==> config.mk <==
export PLATFORM = sky130hd
export DESIGN_NAME = pio_top
export DESIGN_NICKNAME = d
export VERILOG_FILES = /design/src/design/pio_top.v /design/src/design/pio_line.v
export VERILOG_INCLUDE_DIRS = /design/src /design/src/design
export SDC_FILE = /design/constraint.sdc
export NUM_CORES = 2
export LEC_CHECK = 0
export BUFFER_PORTS_ARGS = -buffer_cell sky130_fd_sc_hd__clkbuf_2
export CORE_AREA = 8 8 334 336
export CTS_CLUSTER_SIZE = 40
export DETAILED_ROUTE_END_ITERATION = 10
export DIE_AREA = 0 0 342 344
export SETUP_SLACK_MARGIN = 0.05
export SYNTH_ARGS = -nofsm -noshare
export SYNTH_HDL_FRONTEND = slang
export SYNTH_SLANG_ARGS = --single-unit
==> constraint.sdc <==
create_clock -name aclk -period 5 [get_ports aclk]
set_clock_uncertainty 0.1 [all_clocks]
set_input_delay 1.25 -clock aclk [delete_from_list [all_inputs] [get_ports aclk]]
set_output_delay 1.25 -clock aclk [all_outputs]
set_load 0.01 [all_outputs]
==> src/design/pio_consts.vh <==
// Constants for the parallel I/O port block: register map, widths and reset values.
`ifndef PIO_CONSTS_VH
`define PIO_CONSTS_VH
// ----------------------------------------------------------------------
// Register index (byte address is index times four)
// ----------------------------------------------------------------------
`define PIO_NPORT 9
`define PIO_IDX_W 4
// Per-port register groups: data, direction, open drain, alternate enable, read-modify-write, pin level.
`define PIO_GRP_DATA 4'h0
`define PIO_GRP_DIR 4'h1
`define PIO_GRP_ODS 4'h2
`define PIO_GRP_ALT 4'h3
`define PIO_GRP_RMW 4'h4
`define PIO_GRP_PIN 4'h5
// Threshold registers live in group 6, port field 0 and 1.
`define PIO_GRP_THR 4'h6
`define PIO_THR_INT 4'h0
`define PIO_THR_EXT 4'h1
`define PIO_ADDR_W 8
// Address layout: kind in bits [7:5], port in bits [4:2].
`define PIO_GRP_MSB 7
`define PIO_GRP_LSB 5
// ----------------------------------------------------------------------
// Port geometry
// ----------------------------------------------------------------------
`define PIO_W 16
// Valid-line masks per port 0..8.
`define PIO_MASK_P0 16'hFFFF
`define PIO_MASK_P1 16'hFFFF
`define PIO_MASK_P2 16'hFFFF
`define PIO_MASK_P3 16'hBFFF
`define PIO_MASK_P4 16'h00FF
`define PIO_MASK_P5 16'hFFFF
`define PIO_MASK_P6 16'h00FF
`define PIO_MASK_P7 16'h00FF
`define PIO_MASK_P8 16'h00FF
// Open-drain capable ports as a bit set over port numbers.
`define PIO_ODS_PORTS 9'h1DC
// Output-capable ports (port 5 is input only).
`define PIO_OUT_PORTS 9'h1DF
// Ports with hardware-switched direction under alternate function.
`define PIO_AUTO_PORTS 9'h001
// PWM-driven alternate outputs bypass the latch AND; port 7 carries them.
`define PIO_PWM_PORTS 9'h080
// Threshold bit count: internal word 9 bits, external word 4 bits.
`define PIO_THR_INT_W 9
`define PIO_THR_EXT_W 4
// ----------------------------------------------------------------------
// Reset values and bus answers
// ----------------------------------------------------------------------
`define PIO_ZERO16 16'h0000
`define PIO_ONES16 16'hFFFF
`define PIO_RESP_OKAY 2'b00
`define PIO_RESP_SLVERR 2'b10
`define PIO_SEG_LSB 16
`endif

==> src/design/pio_top.v <==
// Parallel I/O ports with an AXI4-Lite register slave.
//
// Added by the designer: the AXI4-Lite interface to the registers and the register addresses.
`timescale 1ns/10ps
`include "pio_consts.vh"
// Contract
// - Every pin level is sampled each clock cycle regardless of direction.
// - Input pin: write goes to latch, read returns sampled pin.
// - Input pin read-modify-write uses pin level, result to latch.
// - Output pin: write drives latch and pin, read returns latch.
// - Output pin read-modify-write uses latch, changing the pin.
// - Ports 2,3,4,6,7,8 have per-pin push-pull or open-drain select; port 8 has no address for its select and stays push-pull.
// - One threshold bit per byte; ports 2,3,5 use two bits.
// - Direction and drive mode are independent of threshold choice.
// - Alternate output reaches pin only when direction is output.
// - Pin drives latch AND alternate data, except PWM outputs.
// - All direction bits reset to zero, meaning input.
// - Alternate input of an output pin sees the output latch.
// - Port 0 bus lines switch direction by hardware under alternate use.
// - Port 3 has fifteen lines; line 14 is absent.
// - Port 5 is sixteen input-only lines without driver.
// - Ports 0,1 two bytes; port 2 sixteen; ports 4,6,7,8 eight lines.
// - Port 4 alternate output carries segment address bits 23 to 16.
module pio_top (
    // Clock and reset
    input wire aclk,
    input wire aresetn,
    // AXI4-Lite write address
    input wire [7:0] s_axi_awaddr,
    input wire s_axi_awvalid,
    output wire s_axi_awready,
    // AXI4-Lite write data
    input wire [31:0] s_axi_wdata,
    input wire [3:0] s_axi_wstrb,
    input wire s_axi_wvalid,
    output wire s_axi_wready,
    // AXI4-Lite write response
    output reg [1:0] s_axi_bresp,
    output reg s_axi_bvalid,
    input wire s_axi_bready,
    // AXI4-Lite read address
    input wire [7:0] s_axi_araddr,
    input wire s_axi_arvalid,
    output wire s_axi_arready,
    // AXI4-Lite read data
    output reg [31:0] s_axi_rdata,
    output reg [1:0] s_axi_rresp,
    output reg s_axi_rvalid,
    input wire s_axi_rready,
    // Pads, nine ports of sixteen bits packed port 0 lowest
    input wire [143:0] pin_i,
    output wire [143:0] pin_o,
    output wire [143:0] pin_oe_n,
    // Alternate functions
    input wire [143:0] alt_out,
    input wire [15:0] port0_auto_dir,
    input wire [23:0] segment_address_bits,
    output wire [143:0] alt_in,
    // Threshold selects towards the pad cells
    output wire [8:0] input_threshold_select,
    output wire [3:0] ext_input_threshold_select
);
    // ----------------------------------------------------------------------
    // Address decode helpers
    // ----------------------------------------------------------------------
    function [3:0] f_grp;
        input [7:0] a;
        begin
            f_grp = (a[7:5] == 3'b111) ? 4'h0 : {1'b0, a[`PIO_GRP_MSB:`PIO_GRP_LSB]};
        end
    endfunction
    // Kind 7 holds port 8, whose only register is its data word.
    function [3:0] f_port;
        input [7:0] a;
        begin
            f_port = (a[7:5] == 3'b111) ? 4'h8 : {1'b0, a[4:2]};
        end
    endfunction
    function f_mapped;
        input [7:0] a;
        begin
            if (a[7:5] == 3'b111) begin
                f_mapped = (a[4:2] == 3'b000);
            end else if (a[7:5] == 3'b110) begin
                f_mapped = (a[4:2] <= 3'b001);
            end else begin
                f_mapped = 1'b1;
            end
        end
    endfunction

    // ----------------------------------------------------------------------
    // Write channel: address and data may come in either order
    // ----------------------------------------------------------------------
    reg aw_have_q;
    reg w_have_q;
    reg [7:0] aw_q;
    reg [31:0] wd_q;
    reg [3:0] ws_q;
    reg [8:0] thr_q;
    reg [3:0] xthr_q;
    wire do_write;
    wire [15:0] wstrb16;
    wire [3:0] wgrp;
    wire [3:0] wport;
    wire wmap;
    wire rmw_op;
    wire [15:0] rd_data [0:8];
    wire [15:0] rd_pin [0:8];
    wire [15:0] rd_dir [0:8];
    wire [15:0] rd_ods [0:8];
    wire [15:0] rd_alt [0:8];
    wire [15:0] wr_val;

    assign s_axi_awready = !aw_have_q && !s_axi_bvalid;
    assign s_axi_wready = !w_have_q && !s_axi_bvalid;
    assign do_write = aw_have_q && w_have_q && !s_axi_bvalid;
    assign wstrb16 = {{8{ws_q[1]}}, {8{ws_q[0]}}};
    assign wmap = f_mapped(aw_q);
    assign wgrp = f_grp(aw_q);
    assign wport = f_port(aw_q);
    assign rmw_op = (wgrp == `PIO_GRP_RMW);

    always @(posedge aclk) begin
        if (!aresetn) begin
            aw_have_q <= 1'b0;
            w_have_q <= 1'b0;
            aw_q <= 8'h00;
            wd_q <= 32'h0000_0000;
            ws_q <= 4'h0;
            s_axi_bvalid <= 1'b0;
            s_axi_bresp <= `PIO_RESP_OKAY;
            thr_q <= 9'h000;
            xthr_q <= 4'h0;
        end else begin
            if (s_axi_awvalid && s_axi_awready) begin
                aw_have_q <= 1'b1;
                aw_q <= s_axi_awaddr;
            end
            if (s_axi_wvalid && s_axi_wready) begin
                w_have_q <= 1'b1;
                wd_q <= s_axi_wdata;
                ws_q <= s_axi_wstrb;
            end
            if (do_write) begin
                aw_have_q <= 1'b0;
                w_have_q <= 1'b0;
                s_axi_bvalid <= 1'b1;
                s_axi_bresp <= wmap ? `PIO_RESP_OKAY : `PIO_RESP_SLVERR;
                if (wmap && wgrp == `PIO_GRP_THR && wport == `PIO_THR_INT && ws_q[0]) begin
                    thr_q <= {ws_q[1] ? wd_q[8] : thr_q[8], wd_q[7:0]};
                end
                if (wmap && wgrp == `PIO_GRP_THR && wport == `PIO_THR_EXT && ws_q[0]) begin
                    xthr_q <= wd_q[3:0];
                end
            end else if (s_axi_bvalid && s_axi_bready) begin
                s_axi_bvalid <= 1'b0;
            end
        end
    end

    // Read-modify-write: the old value is the pin for inputs, the latch for
    // outputs, which is what rd_data already gives; the word is XORed into it.
    assign wr_val = rmw_op ? (rd_data[wport] ^ wd_q[15:0]) : wd_q[15:0];

    // ----------------------------------------------------------------------
    // Ports
    // ----------------------------------------------------------------------
    localparam [143:0] MASKS = {`PIO_MASK_P8, `PIO_MASK_P7, `PIO_MASK_P6, `PIO_MASK_P5,
        `PIO_MASK_P4, `PIO_MASK_P3, `PIO_MASK_P2, `PIO_MASK_P1, `PIO_MASK_P0};
    localparam [8:0] ODS_SET = `PIO_ODS_PORTS;
    localparam [8:0] OUT_SET = `PIO_OUT_PORTS;
    localparam [8:0] AUTO_SET = `PIO_AUTO_PORTS;
    localparam [8:0] PWM_SET = `PIO_PWM_PORTS;

    genvar g;
    generate
        for (g = 0; g < `PIO_NPORT; g = g + 1) begin : g_port
            wire sel;
            wire [15:0] aout;
            assign sel = do_write && wmap && (wport == g);
            // Port 4 carries the segment address as its alternate output.
            if (g == 4) begin : g_seg
                assign aout = {8'h00, segment_address_bits[23:`PIO_SEG_LSB]};
            end else begin : g_plain
                assign aout = alt_out[g*16 +: 16];
            end
            pio_line #(
                .MASK(MASKS[g*16 +: 16]),
                .OUT_OK(OUT_SET[g]),
                .ODS_OK(ODS_SET[g]),
                .AUTO_DIR(AUTO_SET[g]),
                .PWM_ALT(PWM_SET[g])
            ) u_line (
                .aclk(aclk),
                .aresetn(aresetn),
                .we_data(sel && (wgrp == `PIO_GRP_DATA || rmw_op)),
                .we_dir(sel && wgrp == `PIO_GRP_DIR),
                .we_ods(sel && wgrp == `PIO_GRP_ODS),
                .we_alt(sel && wgrp == `PIO_GRP_ALT),
                .wdata(wr_val),
                .wstrb16(wstrb16),
                .alt_out(aout),
                .alt_auto_dir(g == 0 ? port0_auto_dir : `PIO_ZERO16),
                .alt_in(alt_in[g*16 +: 16]),
                .pin_i(pin_i[g*16 +: 16]),
                .pin_o(pin_o[g*16 +: 16]),
                .pin_oe_n(pin_oe_n[g*16 +: 16]),
                .rd_data(rd_data[g]),
                .rd_pin(rd_pin[g]),
                .rd_dir(rd_dir[g]),
                .rd_ods(rd_ods[g]),
                .rd_alt(rd_alt[g])
            );
        end
    endgenerate

    assign input_threshold_select = thr_q;
    assign ext_input_threshold_select = xthr_q;

    // ----------------------------------------------------------------------
    // Read channel: one cycle after the address is taken
    // ----------------------------------------------------------------------
    wire [3:0] rgrp;
    wire [3:0] rport;
    reg [15:0] rsel;

    assign s_axi_arready = !s_axi_rvalid;
    assign rgrp = f_grp(s_axi_araddr);
    assign rport = f_port(s_axi_araddr);

    always @* begin
        rsel = `PIO_ZERO16;
        case (rgrp)
            `PIO_GRP_DATA: rsel = rd_data[rport];
            `PIO_GRP_DIR: rsel = rd_dir[rport];
            `PIO_GRP_ODS: rsel = rd_ods[rport];
            `PIO_GRP_ALT: rsel = rd_alt[rport];
            `PIO_GRP_RMW: rsel = rd_data[rport];
            `PIO_GRP_PIN: rsel = rd_pin[rport];
            `PIO_GRP_THR: rsel = (rport == `PIO_THR_INT) ? {7'h00, thr_q}
                                                        : {12'h000, xthr_q};
            default: rsel = `PIO_ZERO16;
        endcase
    end

    always @(posedge aclk) begin
        if (!aresetn) begin
            s_axi_rvalid <= 1'b0;
            s_axi_rdata <= 32'h0000_0000;
            s_axi_rresp <= `PIO_RESP_OKAY;
        end else if (s_axi_arvalid && s_axi_arready) begin
            s_axi_rvalid <= 1'b1;
            s_axi_rdata <= f_mapped(s_axi_araddr) ? {16'h0000, rsel} : 32'h0000_0000;
            s_axi_rresp <= f_mapped(s_axi_araddr) ? `PIO_RESP_OKAY : `PIO_RESP_SLVERR;
        end else if (s_axi_rvalid && s_axi_rready) begin
            s_axi_rvalid <= 1'b0;
        end
    end
endmodule // pio_top

==> src/design/pio_line.v <==
// One port: output latch, direction, open drain, pin sampling and alternate mux.
`timescale 1ns/10ps
`include "pio_consts.vh"
module pio_line #(
    parameter [15:0] MASK = 16'hFFFF,
    parameter OUT_OK = 1,
    parameter ODS_OK = 1,
    parameter AUTO_DIR = 0,
    parameter PWM_ALT = 0
) (
    // Clock and reset
    input wire aclk,
    input wire aresetn,
    // Software writes
    input wire we_data,
    input wire we_dir,
    input wire we_ods,
    input wire we_alt,
    input wire [15:0] wdata,
    input wire [15:0] wstrb16,
    // Alternate function side
    input wire [15:0] alt_out,
    input wire [15:0] alt_auto_dir,
    output wire [15:0] alt_in,
    // Pads
    input wire [15:0] pin_i,
    output reg [15:0] pin_o,
    output reg [15:0] pin_oe_n,
    // Read-back
    output wire [15:0] rd_data,
    output wire [15:0] rd_pin,
    output wire [15:0] rd_dir,
    output wire [15:0] rd_ods,
    output wire [15:0] rd_alt
);
    reg [15:0] latch_q;
    reg [15:0] dir_q;
    reg [15:0] ods_q;
    reg [15:0] alt_q;
    reg [15:0] in_q;
    wire [15:0] dir_eff;
    wire [15:0] drive;

    // ----------------------------------------------------------------------
    // Registers
    // ----------------------------------------------------------------------
    always @(posedge aclk) begin
        if (!aresetn) begin
            latch_q <= `PIO_ZERO16;
            dir_q <= `PIO_ZERO16;
            ods_q <= `PIO_ZERO16;
            alt_q <= `PIO_ZERO16;
            in_q <= `PIO_ZERO16;
        end else begin
            // Sampled every cycle whatever the direction.
            in_q <= pin_i & MASK;
            if (we_data && OUT_OK) begin
                // Input or output, a write lands in the latch.
                latch_q <= ((latch_q & ~wstrb16) | (wdata & wstrb16)) & MASK;
            end
            if (we_dir && OUT_OK) begin
                dir_q <= ((dir_q & ~wstrb16) | (wdata & wstrb16)) & MASK;
            end
            if (we_ods && ODS_OK) begin
                ods_q <= ((ods_q & ~wstrb16) | (wdata & wstrb16)) & MASK;
            end
            if (we_alt) begin
                alt_q <= ((alt_q & ~wstrb16) | (wdata & wstrb16)) & MASK;
            end
        end
    end

    // Auto-switching lines follow the alternate function's own direction.
    assign dir_eff = (AUTO_DIR ? ((alt_q & alt_auto_dir) | (~alt_q & dir_q)) : dir_q)
                     & MASK;
    // PWM outputs bypass the latch; others are ANDed with it.
    assign drive = (alt_q & (PWM_ALT ? alt_out : (alt_out & latch_q)))
                   | (~alt_q & latch_q);

    // ----------------------------------------------------------------------
    // Pad drive; threshold choice never enters here
    // ----------------------------------------------------------------------
    always @(posedge aclk) begin
        if (!aresetn) begin
            pin_o <= `PIO_ZERO16;
            pin_oe_n <= `PIO_ONES16;
        end else begin
            pin_o <= drive;
            // Open drain releases the pad whenever it would drive a one.
            pin_oe_n <= (OUT_OK ? ~dir_eff : `PIO_ONES16)
                        | (ODS_OK ? (ods_q & drive) : `PIO_ZERO16);
        end
    end

    // Output lines feed their own latch back to the alternate input.
    assign alt_in = ((dir_q & latch_q) | (~dir_q & in_q)) & MASK;
    assign rd_data = alt_in;
    assign rd_pin = in_q;
    assign rd_dir = dir_q;
    assign rd_ods = ods_q;
    assign rd_alt = alt_q;
endmodule // pio_line

==> impl_results.md <==
- Outcome: completed
- Core ar.: 0.106 mm^2
- Vias per cell: 5.38
- Final layout net count: about 4,500
- Final min period: ~3.7 ns
- Slew @ Worst Pin: 1.39 ns
- TritonRoute pass-1 iters: 5
- Worst EP arrival: 2.38 ns
- Async set-reset flop share out of synthesis: 0%
- Switching Power: 3680 uW
- Die width: ~340 um
- Worst path max stage delay: 0.92 ns
- Yosys top cell by area: dfxtp_1
- Area delta synth->final: 21.5%
- Number of buffers added on ports: 595
- CTS Buf Count: 82
- Synth top area share: 46.2%
- Slew Viols, Final: 0
- Worst path cell trace: mux2i_1 -> inv_1 -> clkbuf_2
- Antenna Nets Post-Route: 0
- VDD IR max: 212 uV
- Post-synth top flop: dfxtp_1
- Max Cap Viol: 0
- Sequential Power Share: 43.1%
- Root buffer cell: clkbuf_16
- Count of final hold-check violations: 0
- Top layer in use: met5
- Worst Setup Slack, final: about 1.3 ns
- Met1 WL: 68,600 um
- Number of synthesized register bits: between 700 and 800
- Crit path kind: flip-flop to output pin
- Initial core utilization: 29.5%
- # IOs: 873
- Worst-skew pair later-pin latency: roughly 0.67 ns
- Yosys warns: 0
- DIE AREA: 0.118 mm^2
- Vias: roughly 30,000
- PwrDens: 363 mW/mm^2
- Lkg Pwr: about 0.015 uW
- Filler cell count: 11,200
- Post-detail-place hpwl: 128,000 um
- Wire length per cell: 29.2 um
- Die height: 344 um
- Number of global-route vias before repair: 28,000
- Delay-heaviest family, CP: multiplexers
- Fin area: 0.0381 mm^2
- CTS max path bufs: 3
- CP endpoint kind: output pin
- Commonest non-fill, non-tap cell in the layout: dfxtp_1
- DR iter-0 viols: 3,713
- Setup tns final: 0 ns
- Post-CTS resize count: 0
- Post-synthesis instance area: 0.0314 mm^2
- Buffers and inverters on the worst path: 2
- WL final: 162,000 um
- DRC: 0
- Clock Sinks: between 700 and 800
- Switching Share: 26.6%
- Register area share after synthesis: a little under half
- Yosys cell types: 94
- RSZ-0062 raised after global routing: no
- Combinational share of power: between 10% and 20%
- Reg clk slew, reported paths: 0.06 ns
- Post-synthesis area per instance: 8.80 um^2
- Crit Path Max Fanout: 4
- Clock power frac: 46.9%
- Post-CTS Setup Repair Bufs: 0
- Commonest cells after routing, fill and taps aside: 724 x dfxtp_1, 592 x clkbuf_2, 429 x o21ai_0
- Dpl ws: 0.807 ns
- Slew headroom: 6.94%
- Final setup viols: 0
- Mapped Cells: 3,564
- Internal power: 10,100 uW
- Hold WS: 0.331 ns
- GP Congestion: 0.997
- Total power: around 14,000 uW
- Register-to-register setup slack: 1.40 ns
- Worst min path class: flip-flop to flip-flop
- GR Util All Layers: a little over a quarter
- Met2 WL: between 60,000 and 70,000 um
- First-pass GRT wire length: around 220,000 um
- Row Count: 120
- Worst path required time: 3.65 ns
- EDFF count, synth: 0
- CTS Hold Bufs: 0
- CTS tree: yes
- H-tree Lvls: 3
- Upper clock frequency limit: about 270 MHz
- Grt total ovfl: 0
- Final Cycle Share: 74.6%
- Area contributors post-synth: dfxtp_1 46%, o21ai_0 6.8%, a21oi_1 6.5%, mux2_2 4.6%, buf_4 4.1%
- CP startpoint kind: flip-flop
- Placed Area: ~0.035 mm^2
- WL met3: ~18,000 um
- Initial antenna violation count: 19
- Largest net degree at the start of global routing: 193
- Critical-path top delay cell: mux2i_1
- Layout cell share with drive strength beyond 1: 25.2%
kinds of logic (layout without fill, tap and decap cells):
kind of cell,Yosys count,in the layout,synth area share (%)
AOI/OAI and AO/OA,1193,1193,22.6
xor gates and xnor gates,4,4,0.160
buffers and inverters,581,1013,9.47
DFF,724,724,46.2
muxes,243,243,8.90
other,2,158,0.0240
and+or+nand+nor,817,817,12.6
cells in the mapped netlist (78+ instances only):
library cell / count
buf_2: 78
nand2_1: 291
mux2_2: 127
a21oi_1: 405
mux2i_1: 100
buf_4: 170
inv_1: 177
dfxtp_1: 724
and2_1: 136
o21ai_0: 429
nor2_1: 187
clkbuf_1: 135
routing by layer:
metal  global-route usage (%)  up-vias
li1                         -    13300
met1                     35.1    14400
met2                     37.3     1838
met3                     8.14      336
met4                     12.9        4
met5                        0        -
power groups by stage:
stage / Clock [uW] / Sequential [uW] / Combinational (uW)
finish: 6480 / 5950 / 1390
CTS: 6600 / 5940 / 1340
floorplan: 0 / 6010 / 813
detailed placement: 0 / 6070 / 1340
global placement: 0 / 6070 / 1340
global route: 6810 / 5950 / 1440
worst paths after layout:
check,startpoint,cells past startpoint,to
worst min-delay path,flip-flop,2,flip-flop
worst max-delay path,flip-flop,3,alt_in[35]
worst min register to register,flip-flop,2,flip-flop
worst max register to register,aw_q[3],7,flip-flop
through the flow:
step	instances	util, %
after floorplan	3711	-
after CTS	5546	35.8
after global routing	5550	35.8
final	5555	35.8
after detailed placement	5398	33.1
after global placement	5398	33.1
layout make-up:
class / count / area (um^2) / area share [%]
Multi-Input combinational cell: 2406 / 14600 / 38.2
Sequential cell: 724 / 14500 / 38.0
Timing Repair Buffer: 686 / 3730 / 9.78
Clock buffer: 112 / 2370 / 6.21
Tap cell: 1403 / 1760 / 4.61
Inverter: 179 / 674 / 1.77
Clock inverter: 36 / 500 / 1.31
Antenna cell: 9 / 22.5 / 0.0591
worst register-to-register path: stages, from the launching register on:
cell and delay, ns:
dfxtp_1 0.69, nor2b_1 0.41, nand2_1 0.29, buf_4 0.26
o211ai_1 0.45, a211oi_1 0.14, o211ai_1 0.87, mux2i_1 0.19
(Power assumes the default switching activity.)
